<file path="config.mk">
export PLATFORM = sky130hd
export DESIGN_NAME = call_clear_decrement_exec
export DESIGN_NICKNAME = d
export VERILOG_FILES = /design/src/exec_pkg.sv /design/src/exec_alu.sv /design/src/status_flags.sv /design/src/call_clear_decrement_exec.sv
export SDC_FILE = /design/constraint.sdc
export NUM_CORES = 1
export LEC_CHECK = 0
export ABC_AREA = 0
export BUFFER_PORTS_ARGS = -buffer_cell sky130_fd_sc_hd__buf_2
export CAP_MARGIN = 20
export CORE_AREA = 2 2 82 84
export CTS_CLUSTER_SIZE = 28
export DETAILED_ROUTE_END_ITERATION = 16
export DIE_AREA = 0 0 84 86
export GPL_TIMING_DRIVEN = 1
export PLACE_DENSITY = 0.73
export SYNTH_ARGS = -nofsm -noshare
export SYNTH_HDL_FRONTEND = slang
export SYNTH_HIERARCHICAL = 1
export SYNTH_SLANG_ARGS = --single-unit
</file>
<file path="constraint.sdc">
create_clock -name clk -period 1.6 [get_ports clk]
set_input_delay 0.32 -clock clk [delete_from_list [all_inputs] [get_ports clk]]
set_output_delay 0.32 -clock clk [all_outputs]
set_load 0.01 [all_outputs]
</file>
<file path="src/exec_pkg.sv">
package exec_pkg;

  localparam int PC_W = 13;
  localparam int TARGET_W = 11;
  localparam int FADDR_W = 7;
  localparam int DATA_W = 8;
  localparam int LATCH_W = 5;
  localparam int LATCH_LO = 3;
  localparam int LATCH_HI = 4;

  localparam logic [DATA_W-1:0] DATA_ZERO = 8'h00;
  localparam logic [DATA_W-1:0] DATA_ONE = 8'h01;
  localparam logic [PC_W-1:0] PC_STEP = 13'h0001;
  localparam logic [PC_W-1:0] PC_RESET = 13'h0000;
  localparam logic [FADDR_W-1:0] FADDR_RESET = 7'h00;
  localparam logic [DATA_W-1:0] ACC_RESET = 8'h00;
  localparam logic ZERO_RESET = 1'b0;
  localparam logic EXPIRY_RESET = 1'b1;
  localparam logic PD_RESET = 1'b1;
  localparam logic TO_ACCUMULATOR = 1'b0;
  localparam logic TO_FILE = 1'b1;

  typedef enum logic [2:0] {
    plain_nop_op = 3'h0,
    call_op = 3'h1,
    clear_file_op = 3'h2,
    clear_accumulator_op = 3'h3,
    watchdog_clear_op = 3'h4,
    complement_file_op = 3'h5,
    decrement_file_op = 3'h6,
    decrement_skip_zero_op = 3'h7
  } op_type;

  typedef enum logic [1:0] {
    exec_state = 2'b00,
    call_second_state = 2'b01,
    skip_nop_state = 2'b11
  } state_type;

  typedef struct packed {
    op_type op;
    logic [FADDR_W-1:0] file_addr;
    logic to_file;
    logic [TARGET_W-1:0] target;
  } instr_type;

  typedef struct packed {
    logic we;
    logic [FADDR_W-1:0] addr;
    logic [DATA_W-1:0] data;
  } file_write_type;

  typedef struct packed {
    logic load;
    logic [PC_W-1:0] value;
    logic push;
    logic [PC_W-1:0] push_value;
    logic advance;
  } pc_ctrl_type;

endpackage

</file>
<file path="src/exec_alu.sv">
`timescale 1ns/100ps
module exec_alu
  import exec_pkg::*;
(
  input op_type op,
  input logic [DATA_W-1:0] operand,
  output logic [DATA_W-1:0] result,
  output logic result_zero
);

  always_comb begin
    unique case (op)
      complement_file_op: result = ~operand; // RULE_09
      decrement_file_op: result = operand - DATA_ONE; // RULE_11
      decrement_skip_zero_op: result = operand - DATA_ONE; // RULE_12
      clear_file_op: result = DATA_ZERO; // RULE_05
      clear_accumulator_op: result = DATA_ZERO; // RULE_06
      default: result = operand;
    endcase
    result_zero = (result == DATA_ZERO);
  end

endmodule // exec_alu

</file>
<file path="src/status_flags.sv">
`timescale 1ns/100ps
module status_flags
  import exec_pkg::*;
(
  input wire logic clk,
  input wire logic sys_rst,
  input wire logic zero_we,
  input wire logic zero_value,
  input wire logic watchdog_set,
  input wire logic expiry_clear,
  input wire logic pd_clear,
  output logic zero_flag,
  output logic watchdog_expiry_flag,
  output logic power_down_flag
);

  logic zero_reg, zero_next;
  logic expiry_reg, expiry_next;
  logic pd_reg, pd_next;

  // Set by watchdog clear wins over a same-cycle clear
  always_comb begin
    zero_next = zero_we ? zero_value : zero_reg;
    expiry_next = watchdog_set ? 1'b1 : (expiry_clear ? 1'b0 : expiry_reg); // RULE_08
    pd_next = watchdog_set ? 1'b1 : (pd_clear ? 1'b0 : pd_reg); // RULE_08
  end

  always_ff @(posedge clk or posedge sys_rst) begin
    if (sys_rst) begin
      zero_reg <= ZERO_RESET;
      expiry_reg <= EXPIRY_RESET;
      pd_reg <= PD_RESET;
    end else begin
      zero_reg <= zero_next;
      expiry_reg <= expiry_next;
      pd_reg <= pd_next;
    end
  end

  assign zero_flag = zero_reg;
  assign watchdog_expiry_flag = expiry_reg;
  assign power_down_flag = pd_reg;

endmodule // status_flags

</file>
<file path="src/call_clear_decrement_exec.sv">
// Summary of operation
// RULE_01: Call loads its 11-bit target into instruction pointer bits 10..0.
// RULE_02: Call pushes instruction pointer plus one onto the return stack top.
// RULE_03: Call loads pointer bits 12..11 from upper latch bits 4..3.
// RULE_04: Call takes two cycles and leaves all status flags unchanged.
// RULE_05: Clear-file writes zero into the addressed register and sets zero flag.
// RULE_06: Clear-accumulator writes zero into the accumulator and sets zero flag.
// RULE_07: Watchdog clear resets the watchdog counter and its prescaler.
// RULE_08: Watchdog clear sets expiry and power-down flags, touching no other flag.
// RULE_09: Complement-file yields the inverted register and updates the zero flag.
// RULE_10: Target bit 0 sends result to accumulator, 1 to the register.
// RULE_11: Decrement-file subtracts one, writes the chosen target, updates zero flag.
// RULE_12: Decrement-skip touches no flag; a zero result discards the next instruction.
// RULE_13: The replacing no-operation cycle only advances the instruction pointer.
`timescale 1ns/100ps
module call_clear_decrement_exec
  import exec_pkg::*;
(
  input wire logic clk,
  input wire logic sys_rst,
  input wire logic instr_valid,
  input instr_type instr,
  input wire logic [PC_W-1:0] instruction_pointer,
  input wire logic [LATCH_W-1:0] pc_upper_latch,
  input wire logic [DATA_W-1:0] file_rd_data,
  input wire logic expiry_clear,
  input wire logic pd_clear,
  output logic instr_ready,
  output file_write_type file_write,
  output pc_ctrl_type pc_ctrl,
  output logic [DATA_W-1:0] accumulator,
  output logic watchdog_clear,
  output logic zero_flag,
  output logic watchdog_expiry_flag,
  output logic power_down_flag
);

  state_type state_reg, state_next;
  file_write_type file_write_reg, file_write_next;
  pc_ctrl_type pc_ctrl_reg, pc_ctrl_next;
  logic [DATA_W-1:0] acc_reg, acc_next;
  logic wdt_clear_reg, wdt_clear_next;
  logic ready_reg, ready_next;
  logic zero_we, zero_value, watchdog_set;
  logic [DATA_W-1:0] alu_result;
  logic alu_zero;
  logic take;
  logic [LATCH_HI-LATCH_LO:0] latch_sel;

  assign take = instr_valid && (state_reg == exec_state);
  assign latch_sel = pc_upper_latch[LATCH_HI:LATCH_LO];

  exec_alu alu_inst (
    .op(instr.op),
    .operand(file_rd_data),
    .result(alu_result),
    .result_zero(alu_zero)
  );

  status_flags flags_inst (
    .clk(clk),
    .sys_rst(sys_rst),
    .zero_we(zero_we),
    .zero_value(zero_value),
    .watchdog_set(watchdog_set),
    .expiry_clear(expiry_clear),
    .pd_clear(pd_clear),
    .zero_flag(zero_flag),
    .watchdog_expiry_flag(watchdog_expiry_flag),
    .power_down_flag(power_down_flag)
  );

  // Sequencing and result routing
  always_comb begin
    state_next = state_reg;
    file_write_next = '0;
    file_write_next.addr = instr.file_addr;
    pc_ctrl_next = '0;
    acc_next = acc_reg;
    wdt_clear_next = 1'b0;
    zero_we = 1'b0;
    zero_value = alu_zero;
    watchdog_set = 1'b0;
    unique case (state_reg)
      exec_state: begin
        if (take) begin
          unique case (instr.op)
            plain_nop_op: begin
              pc_ctrl_next.advance = 1'b1;
            end
            call_op: begin
              pc_ctrl_next.push = 1'b1; // RULE_02
              pc_ctrl_next.push_value = instruction_pointer + PC_STEP; // RULE_02
              pc_ctrl_next.load = 1'b1;
              pc_ctrl_next.value = {latch_sel, instr.target}; // RULE_01 RULE_03
              state_next = call_second_state; // RULE_04
            end
            clear_file_op: begin
              file_write_next.we = 1'b1; // RULE_05
              file_write_next.data = alu_result;
              zero_we = 1'b1;
              zero_value = 1'b1; // RULE_05
              pc_ctrl_next.advance = 1'b1;
            end
            clear_accumulator_op: begin
              acc_next = alu_result; // RULE_06
              zero_we = 1'b1;
              zero_value = 1'b1; // RULE_06
              pc_ctrl_next.advance = 1'b1;
            end
            watchdog_clear_op: begin
              wdt_clear_next = 1'b1; // RULE_07
              watchdog_set = 1'b1; // RULE_08
              pc_ctrl_next.advance = 1'b1;
            end
            complement_file_op, decrement_file_op, decrement_skip_zero_op: begin
              if (instr.to_file == TO_FILE) begin
                file_write_next.we = 1'b1; // RULE_10
                file_write_next.data = alu_result;
              end else begin
                acc_next = alu_result; // RULE_10
              end
              zero_we = (instr.op != decrement_skip_zero_op); // RULE_09 RULE_11 RULE_12
              pc_ctrl_next.advance = 1'b1;
              if (instr.op == decrement_skip_zero_op && alu_zero) begin
                state_next = skip_nop_state; // RULE_12
              end
            end
          endcase
        end
      end
      call_second_state: begin
        state_next = exec_state; // RULE_04
      end
      skip_nop_state: begin
        pc_ctrl_next.advance = 1'b1; // RULE_13
        state_next = exec_state;
      end
      default: begin
        state_next = exec_state;
      end
    endcase
    ready_next = (state_next == exec_state);
  end

  always_ff @(posedge clk or posedge sys_rst) begin
    if (sys_rst) begin
      state_reg <= exec_state;
      file_write_reg <= '0;
      pc_ctrl_reg <= '0;
      acc_reg <= ACC_RESET;
      wdt_clear_reg <= 1'b0;
      ready_reg <= 1'b1;
    end else begin
      state_reg <= state_next;
      file_write_reg <= file_write_next;
      pc_ctrl_reg <= pc_ctrl_next;
      acc_reg <= acc_next;
      wdt_clear_reg <= wdt_clear_next;
      ready_reg <= ready_next;
    end
  end

  assign instr_ready = ready_reg;
  assign file_write = file_write_reg;
  assign pc_ctrl = pc_ctrl_reg;
  assign accumulator = acc_reg;
  assign watchdog_clear = wdt_clear_reg;

  // Checks
  logic take_call, take_clear_file_op, take_clear_accumulator_op, take_wdt, take_complement_file_op, take_decrement_file_op, take_skip;
  assign take_call = take && instr.op == call_op;
  assign take_clear_file_op = take && instr.op == clear_file_op;
  assign take_clear_accumulator_op = take && instr.op == clear_accumulator_op;
  assign take_wdt = take && instr.op == watchdog_clear_op;
  assign take_complement_file_op = take && instr.op == complement_file_op;
  assign take_decrement_file_op = take && instr.op == decrement_file_op;
  assign take_skip = take && instr.op == decrement_skip_zero_op;

  a_call_target_low: assert property (@(posedge clk) disable iff (sys_rst) // RULE_01
    take_call |=> pc_ctrl.load && pc_ctrl.value[TARGET_W-1:0] == $past(instr.target))
    else $error("call target bits wrong");

  a_call_push_return: assert property (@(posedge clk) disable iff (sys_rst) // RULE_02
    take_call |=> pc_ctrl.push && pc_ctrl.push_value == $past(instruction_pointer) + PC_STEP)
    else $error("call return address wrong");

  a_call_upper_bits: assert property (@(posedge clk) disable iff (sys_rst) // RULE_03
    take_call |=> pc_ctrl.value[PC_W-1:TARGET_W] == $past(latch_sel))
    else $error("call upper bits wrong");

  a_call_two_cycles: assert property (@(posedge clk) disable iff (sys_rst) // RULE_04
    take_call |=> !instr_ready ##1 instr_ready && !pc_ctrl.load && !pc_ctrl.advance)
    else $error("call not two cycles");

  a_call_flags_kept: assert property (@(posedge clk) disable iff (sys_rst) // RULE_04
    take_call && !expiry_clear && !pd_clear |=> $stable(zero_flag)
      && $stable(watchdog_expiry_flag) && $stable(power_down_flag))
    else $error("call changed a flag");

  a_clear_file_zero: assert property (@(posedge clk) disable iff (sys_rst) // RULE_05
    take_clear_file_op |=> file_write.we && file_write.data == DATA_ZERO
      && file_write.addr == $past(instr.file_addr) && zero_flag)
    else $error("clear file wrong");

  a_clear_acc_zero: assert property (@(posedge clk) disable iff (sys_rst) // RULE_06
    take_clear_accumulator_op |=> accumulator == DATA_ZERO && zero_flag && !file_write.we)
    else $error("clear accumulator wrong");

  a_wdt_clear_pulse: assert property (@(posedge clk) disable iff (sys_rst) // RULE_07
    take_wdt |=> watchdog_clear ##1 !watchdog_clear || take_wdt)
    else $error("watchdog clear pulse wrong");

  a_wdt_flags_set: assert property (@(posedge clk) disable iff (sys_rst) // RULE_08
    take_wdt |=> watchdog_expiry_flag && power_down_flag && $stable(zero_flag))
    else $error("watchdog clear flags wrong");

  a_complement_dest: assert property (@(posedge clk) disable iff (sys_rst) // RULE_09
    take_complement_file_op && instr.to_file == TO_ACCUMULATOR |=> !file_write.we
      && accumulator == ~$past(file_rd_data) && zero_flag == (accumulator == DATA_ZERO))
    else $error("complement to accumulator wrong");

  a_decrement_file: assert property (@(posedge clk) disable iff (sys_rst) // RULE_10
    take_decrement_file_op && instr.to_file == TO_FILE |=> file_write.we && $stable(accumulator)
      && file_write.data == $past(file_rd_data) - DATA_ONE)
    else $error("decrement to file wrong");

  a_decrement_zero: assert property (@(posedge clk) disable iff (sys_rst) // RULE_11
    take_decrement_file_op && file_rd_data == DATA_ONE |=> zero_flag)
    else $error("decrement zero flag wrong");

  a_skip_flag_kept: assert property (@(posedge clk) disable iff (sys_rst) // RULE_12
    take_skip |=> $stable(zero_flag))
    else $error("skip changed zero flag");

  a_skip_nop_cycle: assert property (@(posedge clk) disable iff (sys_rst) // RULE_12
    take_skip && file_rd_data == DATA_ONE |=> !instr_ready ##1 instr_ready)
    else $error("skip did not discard");

  a_nop_no_effect: assert property (@(posedge clk) disable iff (sys_rst) // RULE_13
    take_skip && file_rd_data == DATA_ONE |=> ##1 pc_ctrl.advance && !file_write.we
      && !pc_ctrl.load && !pc_ctrl.push && !watchdog_clear && $stable(accumulator))
    else $error("nop cycle had side effect");

  a_call_no_write: assert property (@(posedge clk) disable iff (sys_rst) // RULE_04
    take_call |=> !file_write.we && !watchdog_clear && $stable(accumulator))
    else $error("call had a side effect");

  a_call_slot_quiet: assert property (@(posedge clk) disable iff (sys_rst) // RULE_04
    take_call |=> ##1 !file_write.we && !pc_ctrl.push && !watchdog_clear)
    else $error("call second slot not quiet");

  a_clear_file_keep: assert property (@(posedge clk) disable iff (sys_rst) // RULE_05
    take_clear_file_op |=> $stable(accumulator) && pc_ctrl.advance && !pc_ctrl.load)
    else $error("clear file touched accumulator");

  a_clear_acc_adv: assert property (@(posedge clk) disable iff (sys_rst) // RULE_06
    take_clear_accumulator_op |=> pc_ctrl.advance && !pc_ctrl.load && !watchdog_clear)
    else $error("clear accumulator sequencing wrong");

  a_wdt_no_write: assert property (@(posedge clk) disable iff (sys_rst) // RULE_08
    take_wdt |=> !file_write.we && $stable(accumulator) && pc_ctrl.advance)
    else $error("watchdog clear had a side effect");

  a_complement_file: assert property (@(posedge clk) disable iff (sys_rst) // RULE_10
    take_complement_file_op && instr.to_file == TO_FILE |=> file_write.we && $stable(accumulator)
      && file_write.data == ~$past(file_rd_data))
    else $error("complement to file wrong");

  a_complement_zero: assert property (@(posedge clk) disable iff (sys_rst) // RULE_09
    take_complement_file_op && file_rd_data == ~DATA_ZERO |=> zero_flag)
    else $error("complement zero flag wrong");

  a_decrement_acc: assert property (@(posedge clk) disable iff (sys_rst) // RULE_11
    take_decrement_file_op && instr.to_file == TO_ACCUMULATOR |=> !file_write.we
      && accumulator == $past(file_rd_data) - DATA_ONE)
    else $error("decrement to accumulator wrong");

  a_decrement_nonzero: assert property (@(posedge clk) disable iff (sys_rst) // RULE_11
    take_decrement_file_op && file_rd_data != DATA_ONE |=> !zero_flag)
    else $error("decrement nonzero flag wrong");

  a_skip_write_file: assert property (@(posedge clk) disable iff (sys_rst) // RULE_12
    take_skip && instr.to_file == TO_FILE |=> file_write.we
      && file_write.data == $past(file_rd_data) - DATA_ONE)
    else $error("skip decrement result wrong");

  a_skip_no_discard: assert property (@(posedge clk) disable iff (sys_rst) // RULE_12
    take_skip && file_rd_data != DATA_ONE |=> instr_ready)
    else $error("skip discarded on nonzero");

  a_skip_other_flags: assert property (@(posedge clk) disable iff (sys_rst) // RULE_12
    take_skip && !expiry_clear && !pd_clear |=> $stable(watchdog_expiry_flag)
      && $stable(power_down_flag))
    else $error("skip changed a watchdog flag");

  c_call: cover property (@(posedge clk) disable iff (sys_rst) take_call ##2 take);
  c_skip_taken: cover property (@(posedge clk) disable iff (sys_rst)
    take_skip && file_rd_data == DATA_ONE);
  c_wdt_clear: cover property (@(posedge clk) disable iff (sys_rst) take_wdt);
  c_decrement_file_op_acc: cover property (@(posedge clk) disable iff (sys_rst)
    take_decrement_file_op && instr.to_file == TO_ACCUMULATOR);

endmodule // call_clear_decrement_exec

</file>
## Word-level counts from Yosys, hierarchy flattened

Cells that the tools add are included.

- Order comparisons: 0
- Divide/modulo/power cells: 0
- Equal/unequal tests: 10
- Shift operators: 0
- $add $sub $neg: 2
- Reduce and logical (&&, ||, !) cells: 14
- Multipliers: 0
- Bitwise operators: 1
- Mux-type cells: 33

Operators by type and width:

| kind | count |
|---|---|
| 28-bit 2-to-1 mux | 2 |
| 8-bit 2-to-1 mux | 4 |
| 8-bit case mux with 2 select lines | 2 |
| 29-bit 2-to-1 mux | 1 |
| 8-bit case mux with 3 select lines | 1 |
| 1-bit 2-to-1 mux | 16 |
| 13-bit by 1-bit adder with 13-bit output (second input constant) | 1 |
| 3-bit equality test (second input constant) | 4 |
| 8-bit zero test | 1 |
| 8-bit NOT | 1 |
| 8-bit by 1-bit subtractor with 8-bit output (second input constant) | 1 |
| 7-bit OR reduction | 1 |
| 3-bit by 2-bit equality test with 1-bit output (second input constant) | 2 |
| 2-bit 2-to-1 mux | 3 |
| 1-bit case mux with 2 select lines | 3 |
| 2-bit nonzero test | 3 |
| 2-bit zero test | 2 |
| 2-bit case mux with 2 select lines | 1 |
| 4-bit AND reduction | 1 |
| 2-bit OR reduction | 2 |
| 3-bit by 1-bit equality test with 1-bit output (second input constant) | 1 |
| 3-bit zero test | 1 |
| 3-bit != test (second input constant) | 1 |
| 3-bit OR reduction | 1 |
| other kinds (3) | 4 |

- Output and inout bits: 58
- Memory bits (writable): 0
- Memories: 0
- Register bits after elaboration: 60
- Input port bits: 53
- Latch bits: 0
- Bits in read-only memories: 0
- Logic and storage cells: 75

## Depth between registers and ports, before layout

Gate-level depths: netlist of run 1.

- Depth after elaboration: 10
- Depth in mapped cells: 11

## Modules after synthesis

Netlist of run 1, hierarchy kept.

By module, submodules not included:

| module | times used | cells each | area an instance (um^2) | seq. area each (um^2) |
|---|---|---|---|---|
| call_clear_decrement_exec | 1 | 169 | 2,173.3 | 1,402.6 |
| exec_alu | 1 | 53 | 370.4 | 0.0 |
| status_flags | 1 | 9 | 118.9 | 77.6 |

## Worst setup path before layout of run 1

No wires, ideal clock.

- Kind: input to register
- From: input port file_rd_data[0]
- To: register ready_reg (netlist: instr_ready)
- Library setup time: 89 ps
- Buffers on the path: 0
- Required time: 1,511 ps
- Arrival time: 1,924 ps
- Stages: 11
- Setup slack: -413 ps
- Cells stage by stage: inv_1 > ha_1 > nor3b_2 > mux2_1 > o311ai_2 > nor4_1 > nor4b_2 > nand3_1 > o21ai_0 > and3_1 > a211oi_1

- Longest elaborated chain between the ends: 9
- Elaborated cells between the ends (all ways): 10
- Classes of those cells: 1 x add/sub; 5 x mux; 1 x bitwise; 3 x reduce/logical

Ends and longest elaborated chain:

| item | line | text |
|---|---|---|
| from (decl) | call_clear_decrement_exec.sv:25 | `input wire logic [DATA_W-1:0] file_rd_data,` |
| 8-bit by 1-bit subtractor with 8-bit output | exec_alu.sv:14, exec_alu.sv:15 |  |
| 8-bit case mux with 3 select lines | exec_alu.sv:12 | `unique case (op)` |
| named net alu_result[4] | call_clear_decrement_exec.sv:45 | `logic [DATA_W-1:0] alu_result;` |
| 8-bit zero test | exec_alu.sv:20 | `result_zero = (result == DATA_ZERO);` |
| named net alu_zero | call_clear_decrement_exec.sv:46 | `logic alu_zero;` |
| 1-bit logical AND | call_clear_decrement_exec.sv:125 | `if (instr.op == decrement_skip_zero_op && alu_zero) begin` |
| 2-bit 2-to-1 mux | call_clear_decrement_exec.sv:125 |  |
| 2-bit case mux with 2 select lines | call_clear_decrement_exec.sv:87 | `unique case (instr.op)` |
| 2-bit 2-to-1 mux | call_clear_decrement_exec.sv:86 | `if (take) begin` |
| 2-bit 2-to-1 mux | call_clear_decrement_exec.sv:84 | `unique case (state_reg)` |
| 2-bit zero test | call_clear_decrement_exec.sv:143 | `ready_next = (state_next == exec_state);` |
| named net ready_next | call_clear_decrement_exec.sv:43 | `logic ready_reg, ready_next;` |
| to (signal assigned) | call_clear_decrement_exec.sv:160 | `ready_reg <= ready_next;` |
| to (decl) | call_clear_decrement_exec.sv:43 |  |

The timed path passes the listed nets, and every way through them passes these cells.
A chain may end at the register's enable or synchronous reset.

## Worst setup path after layout of run 1

- From: input port instr[19] (netlist name)
- To: register state_reg[0]

- Longest elaborated chain between the ends: 9
- Elaborated cells between the ends (all ways): 16
- Classes of those cells: 6 x eq/ne; 5 x mux; 5 x reduce/logical

Ends and longest elaborated chain:

| item | line | text |
|---|---|---|
| from (decl) | call_clear_decrement_exec.sv:22 | `input instr_type instr,` |
| 3-bit by 2-bit equality test with 1-bit output or 3-bit equality test (tied branches) | exec_alu.sv:12 |  |
| 2-bit OR reduction (no line) | n/a |  |
| 8-bit case mux with 3 select lines (*) | exec_alu.sv:12 |  |
| 8-bit zero test (*) | exec_alu.sv:20 |  |
| named net alu_zero | call_clear_decrement_exec.sv:46 |  |
| 1-bit logical AND (*) | call_clear_decrement_exec.sv:125 |  |
| 2-bit 2-to-1 mux (*) | call_clear_decrement_exec.sv:125 |  |
| 2-bit case mux with 2 select lines (*) | call_clear_decrement_exec.sv:87 |  |
| 2-bit 2-to-1 mux (*) | call_clear_decrement_exec.sv:86 |  |
| 2-bit 2-to-1 mux (*) | call_clear_decrement_exec.sv:84 |  |
| named net state_next[0] | call_clear_decrement_exec.sv:38 | `state_type state_reg, state_next;` |
| to (signal assigned) | call_clear_decrement_exec.sv:148 | `state_reg <= exec_state;` |
| to (signal assigned) | call_clear_decrement_exec.sv:155 | `state_reg <= state_next;` |
| to (decl) | call_clear_decrement_exec.sv:38 |  |

The timed path passes the listed nets; every way through them passes the cells marked *.

==> results of run 1 <==
layout by cell type (no fill, tap or decap), drive strengths merged, types with 4 or more instances in the layout:
cell    count
buf       148
nor2       14
xnor2       8
nand3       8
clkbuf     12
and2       10
o21ai       6
nor3        4
dfrtp      56
nand2      19
and3       18
xor2        9
mux2       10
inv        12
a21oi       5
ha          4
critical path, cell delays in order:
cell and delay [ps]:
buf_4 130, or3_4 400, o311ai_4 100, a32oi_2 100
nor4_2 280, nor4b_4 270, nand3_1 110, o21ai_1 70
and3_1 170, a21o_1 80
cell families (layout without fill, tap and decap cells):
logic type / count (synthesis) / after routing / synth area share, %
adders and majority gates: 4 / 4 / 1.880
muxes: 10 / 10 / 5.498
xor gates and xnor gates: 17 / 17 / 5.592
AOI/OAI and AO/OA: 30 / 30 / 8.740
and+or+nand+nor: 90 / 90 / 19.27
DFF: 59 / 59 / 55.59
buffers and inverters: 21 / 178 / 3.431
final timing paths:
kind | from | endpoint | slack [ps] | cells after the start
hold / removal | instr[16] | file_write[12] | 90 | 1
setup / recovery | instr[19] | state_reg[0] | -170 | 10
max in group asynchronous | sys_rst | instr_ready | 690 | 4
min in group asynchronous | sys_rst | flags_inst/zero_flag | 440 | 3
hold reg to reg | flags_inst/watchdog_expiry_flag | flags_inst/watchdog_expiry_flag | 510 | 1
setup reg to reg | state_reg[1] | accumulator[6] | 110 | 6
cell type report:
class,count,share of cell area [%]
Clock inverter,4,1.184
Sequential cell,59,36.87
Clock buffer,12,4.113
Inverter,13,1.807
Multi-Input combinational cell,151,30.88
Timing Repair Buffer,149,22.75
Tap cell,77,2.400
per-stage QoR:
step	worst slack, ps	total power, mW	instances
2_1_floorplan	-253.4	2.345	231
3_3_place_gp	-581.2	2.818	441
3_5_place_dp	-650.9	2.847	441
4_1_cts	-188.3	4.301	462
5_1_grt	-269.8	4.545	465
6_report	-174.7	4.300	465
where the power goes:
part | internal, mW | leakage [nW] | switching (mW)
clock network | 0.841 | 0.108 | 0.564
registers | 1.69 | 0.778 | 0.0805
logic | 0.584 | 1.30 | 0.545
per-layer routing:
| metal | vias up | share of wire [%] |
|---|---|---|
| li1 | 1107 | - |
| met1 | 1073 | 42 |
| met2 | 84 | 49 |
| met3 | 12 | 6.2 |
| met4 | 0 | 2.5 |
| met5 | - | 0 |
repair_timing:
item                                    in CTS  in global routing
pin swaps                                    6                  7
hold buffers                                 1                  0
resized for setup                           11                 19
hold endpoints to repair                     1                  0
endpoints found under the setup margin      13                 22
cloned                                       0                  0
setup buffers                                4                  3
==> metrics.yaml, run 1 <==
timing:
  setup_viol: 4
  period_needed_ps: 1775
  hold_ws_ps: 89.73
  timing_worst_slew_pin_value_ps: 354.2
  fin_skew_ps: 6.954
  hold_viol_final: 0
  setup_tns_ps: -532.3
  max-slew-margin-rel_pct: 76.14
  drv_slew: 0
  rsz0062_at_grt: "yes"
  setup_slack_ps: -174.7
  timing.final.crit_share_pct: 110.9
  fmax_ghz: 0.5635
worst_setup_path:
  cp-start-kind: "input pin"
  worst_ep_required_time_ps: 1870
  critical_path_class: "input pin to register"
  crit_path_end_kind: "register"
  cp.arrival_ps: 2040
  cp_max_fo: 6
yosys:
  synthCells: 231
  synth_common_cells: "dfrtp_1 (56), nand2_1 (18), and3_1 (17)"
  synth_flop_cell: "dfrtp_1"
  synth-seq-area-share_pct: 55.59
  synth_nets: 288
  avgSynthCellArea_um2: 11.53
  yosys.cell_count.top_type: "dfrtp_1"
  ys_warn_count: 6
  async_flop_share_pct: 100.0
  syn-cell-area_um2: 2663
  synth_top_area_share_pct: 52.63
  synth_area_leaders: "dfrtp_1 (53%), mux2_4 (5.1%), and3_1 (4.0%), dfstp_2 (3.0%), xor2_1 (3.0%)"
  ys_types: 50
  yosysTopAreaCell: "dfrtp_1"
  ys_ff_latch: 59
  synth-edff-count: 0
die:
  fp-row-count: 29
  start_util_pct: 42.42
  io_pins: 111
  die_x_um: 84
  die_area_um2: 7224
  placeableCoreArea_um2: 6277
  die_y_um: 86
global_routing:
  grt_pass1_vias: 2292
  antenna_found_initial: 0
  met2_usage_pct: 30.40
  busiest_layer: "met2"
  grt_pass1_wl_um: 10470
  grt_max_degree: 57
  globalRouteOverflowTotal: 0
  grt_util_met3_pct: 6.160
  gr-usage-met1_pct: 22.33
  track_usage_pct: 18.47
route:
  drtIter0Drc: 99
  via_per_inst: 4.895
  wl_per_cell_um: 13.78
  remaining_drc_errors: 0
  antenna_left: 0
  drtPass1Iterations: 4
  wl_um: 6409
  dr_total_vias: 2276
cts:
  numCtsBuffers: 9
  htreeDepth: 3
  ctsRootBufferMaster: "clkbuf_8"
  cts.path.max_buffers: 2
  clock-sinks: 59
  cts.clk_slew.worst_paths_ps: 70
  tritoncts: "built"
  clk_latency_ps: 330
cells_and_area:
  largest_register_ffs: 28
  n_fill_cell: 510
  final_cell_area_um2: 4015
  final_nets: 440
  area_growth_pct: 50.80
  multi_input_area_um2: 1240
  diodes: 0
  post_route_cells_drive_above_1_share_pct: 53.35
  regArea_um2: 1480
  finish.utilization_pct: 63.96
pwr:
  ir_drop_v: 0.0006558
  p_per_area_nw_per_um2: 1071
  p_leak_nw: 2.182
hold_path:
  hold_path_class: "input pin to register"
run_status:
  violations: "setup timing"
  status: "complete, but fails checks"
place:
  dp_hpwl_um: 4553
  place_congestion: 0.9121
  portBuffers: 107
  placed_area_um2: 3588
run:
  max_cap_viol_count: 0
Power figures use the tool's default switching activity.
==> run 2: changes to the inputs <==
Settings changed: SKIP_LAST_GASP from default to 1.
==> run 2 against run 1 <==
  * The flow still finishes with violations (setup timing)
  * Flip-flop and latch count is the same
  * Register-to-register slack is essentially flat
  * Non-clock buffer count is the same
  * Critical path type unchanged
  * Largest power group unchanged
==> metrics.yaml, run 2 (synthesis results as in run 1) <==
die:
  start_util_pct: 42.42  # unchanged
  die_x_um: 84  # unchanged
  die_y_um: 86  # unchanged
  placeableCoreArea_um2: 6277  # unchanged
  die_area_um2: 7224  # unchanged
  fp-row-count: 29  # unchanged
  io_pins: 111  # unchanged
timing:
  rsz0062_at_grt: "yes"  # unchanged
  setup_viol: 5  # was 4
  timing_worst_slew_pin_value_ps: 395.7  # was 354.2 ps
  hold_ws_ps: 85.09  # was 89.73 ps
  fin_skew_ps: 7.964  # was 6.954 ps
  period_needed_ps: 1798  # was 1775 ps
  setup_slack_ps: -198.3  # was -174.7 ps
  fmax_ghz: 0.5561  # was 0.5635 GHz
  timing.final.crit_share_pct: 112.4  # was 110.9%
  max-slew-margin-rel_pct: 73.34  # was 76.14%
  drv_slew: 0  # unchanged
  hold_viol_final: 0  # unchanged
global_routing:
  met2_usage_pct: 30.40  # unchanged
  antenna_found_initial: 0  # unchanged
  grt_pass1_wl_um: 10470  # unchanged
  grt_pass1_vias: 2292  # unchanged
  grt_util_met3_pct: 6.160  # unchanged
  gr-usage-met1_pct: 22.33  # unchanged
  grt_max_degree: 57  # unchanged
  busiest_layer: "met2"  # unchanged
  track_usage_pct: 18.47  # unchanged
  globalRouteOverflowTotal: 0  # unchanged
cells_and_area:
  n_fill_cell: 512  # was 510
  final_nets: 440  # unchanged
  final_common_cell: "buf_2"  # unchanged
  final_cell_area_um2: 4008  # was 4015 um^2
  diodes: 0  # unchanged
  post_route_cells_drive_above_1_share_pct: 53.35  # unchanged
  regArea_um2: 1480  # unchanged
  final_cell_mix: "buf_2 (104), dfrtp_1 (56), buf_4 (40)"  # was buf_2 (104), dfrtp_1 (56), buf_4 (38)
  finish.utilization_pct: 63.84  # was 63.96%
  area_growth_pct: 50.52  # was 50.80%
  multi_input_area_um2: 1240  # unchanged
  largest_register_ffs: 28  # unchanged
place:
  portBuffers: 107  # unchanged
  place_congestion: 0.9121  # unchanged
  placed_area_um2: 3588  # unchanged
  dp_slack_ps: -650.9  # unchanged
  dp_hpwl_um: 4553  # unchanged
worst_setup_path:
  reg2reg_from: "state_reg[1]"  # unchanged
  cp-endpoint: "state_reg[0]"  # unchanged
  r2r-end: "accumulator[6]"  # unchanged
  reg2reg_slack_ps: 110  # about the same
  cp_slowest_cell: "nor4b_4"  # was or3_4
  rr_worst_depth: 6  # unchanged
  crit_path_end_kind: "register"  # unchanged
  worst_ep_required_time_ps: 1870  # about the same
  cp.arrival_ps: 2070  # was 2040 ps
  cp-start-kind: "input pin"  # unchanged
  crit_start: "file_rd_data[0]"  # was instr[19]
  path_cells: "buf_8 -> buf_4 -> nor3_4 -> nor3b_4 -> xnor2_2 -> o221ai_2 -> nor4b_4 -> nand3_1 -> o21ai_1 -> and3_1 -> a21o_1"  # was buf_4 -> or3_4 -> o311ai_4 -> a32oi_2 -> nor4_2 -> nor4b_4 -> nand3_1 -> o21ai_1 -> and3_1 -> a21o_1
  max_stage_delay_ps: 310  # was 400 ps
  critical_path_class: "input pin to register"  # unchanged
  cp_max_fo: 4  # was 6
route:
  antenna_left: 0  # unchanged
  drtIter0Drc: 107  # was 99
  remaining_drc_errors: 0  # unchanged
  dr_total_vias: 2301  # was 2276
  via_per_inst: 4.948  # was 4.895
  drtPass1Iterations: 4  # unchanged
  wl_um: 6407  # was 6409 um
  wl_per_cell_um: 13.78  # about the same
hold_path:
  hold_path_class: "input pin to register"  # unchanged
pwr:
  ir_drop_v: 0.0006543  # was 0.0006558 V
  p_total_mw: 4.304  # was 4.300 mW
  p_per_area_nw_per_um2: 1074  # was 1071 nW/um^2
  p_leak_nw: 2.180  # was 2.182 nW
run:
  max_cap_viol_count: 0  # unchanged
cts:
  htreeDepth: 3  # unchanged
  numCtsBuffers: 9  # unchanged
  clock-sinks: 59  # unchanged
  cts.path.max_buffers: 2  # unchanged
  ctsRootBufferMaster: "clkbuf_8"  # unchanged
  tritoncts: "built"  # unchanged
  clk_latency_ps: 330  # about the same
  cts.clk_slew.worst_paths_ps: 70  # about the same
run_status:
  status: "complete, but fails checks"  # unchanged
  violations: "setup timing"  # unchanged
## run 2: cell types whose count changed in the layout (fill, tap and decap cells not counted)
| cell | change |
|---|---|
| buf_4 | +2 |
| buf_6 | -2 |
## run 2: worst min path at each step
| stage | startpoint | end | slack, ps | depth (start not counted) |
|---|---|---|---|---|
| 6_report | instr[16] | file_write[12] | 90 | 1 |
| 5_1_grt | instr[16] | file_write[12] | 60 | 1 |
| 4_1_cts | instr[16] | file_write[12] | 70 | 1 |
| 3_5_place_dp | sys_rst | flags_inst/zero_flag | 220 | 2 |
| 3_3_place_gp | sys_rst | flags_inst/zero_flag | 220 | 2 |
| 2_1_floorplan | sys_rst | flags_inst/zero_flag | 70 | 1 |
## run 2: repair_timing
item                                    in CTS  in global routing
buffers inserted                             4                  3
hold buffers                                 1                  0
endpoints found under the setup margin      13                 22
gates cloned                                 0                  0
hold endpoints to repair                     1                  0
gates resized for setup                     11                 17
pin swaps                                    6                  7
## run 2: metrics by stage
step | std cells | TNS, ps
6_report | 465 | -646.6
5_1_grt | 465 | -936.5
4_1_cts | 462 | -545.4
3_5_place_dp | 441 | -3892
3_3_place_gp | 441 | -3369
2_1_floorplan | 231 | -876.1
## run 2: final cells by class
| cell class | count | share of cell area, % |
|---|---|---|
| clock inverter | 4 | 1.186 |
| multi-input combinational | 151 | 30.94 |
| tap | 77 | 2.404 |
| sequential | 59 | 36.93 |
| timing repair buffer | 149 | 22.60 |
| clock buffer | 12 | 4.121 |
| inverter | 13 | 1.811 |
## run 2: layer usage
layer / wire, um / part of all wire (%)
met3: 438 / 6.8
met2: 3164 / 49
met4: 158 / 2.5
met5: 0 / 0
met1: 2646 / 41
## run 2: power breakdown
group	switching, mW	internal (mW)	total [mW]	leakage (nW)
clock network	0.568	0.841	1.41	0.108
logic	0.546	0.582	1.13	1.29
registers	0.0808	1.69	1.77	0.778
total	1.20	3.11	4.30	2.18
## run 2: worst max-delay path: cells and delay by family
family	cells	cell delay (ps)
AOI/OAI and AO/OA	3	310
and+or+nand+nor	5	1040
buffers and inverters	2	250
xor gates and xnor gates	1	140
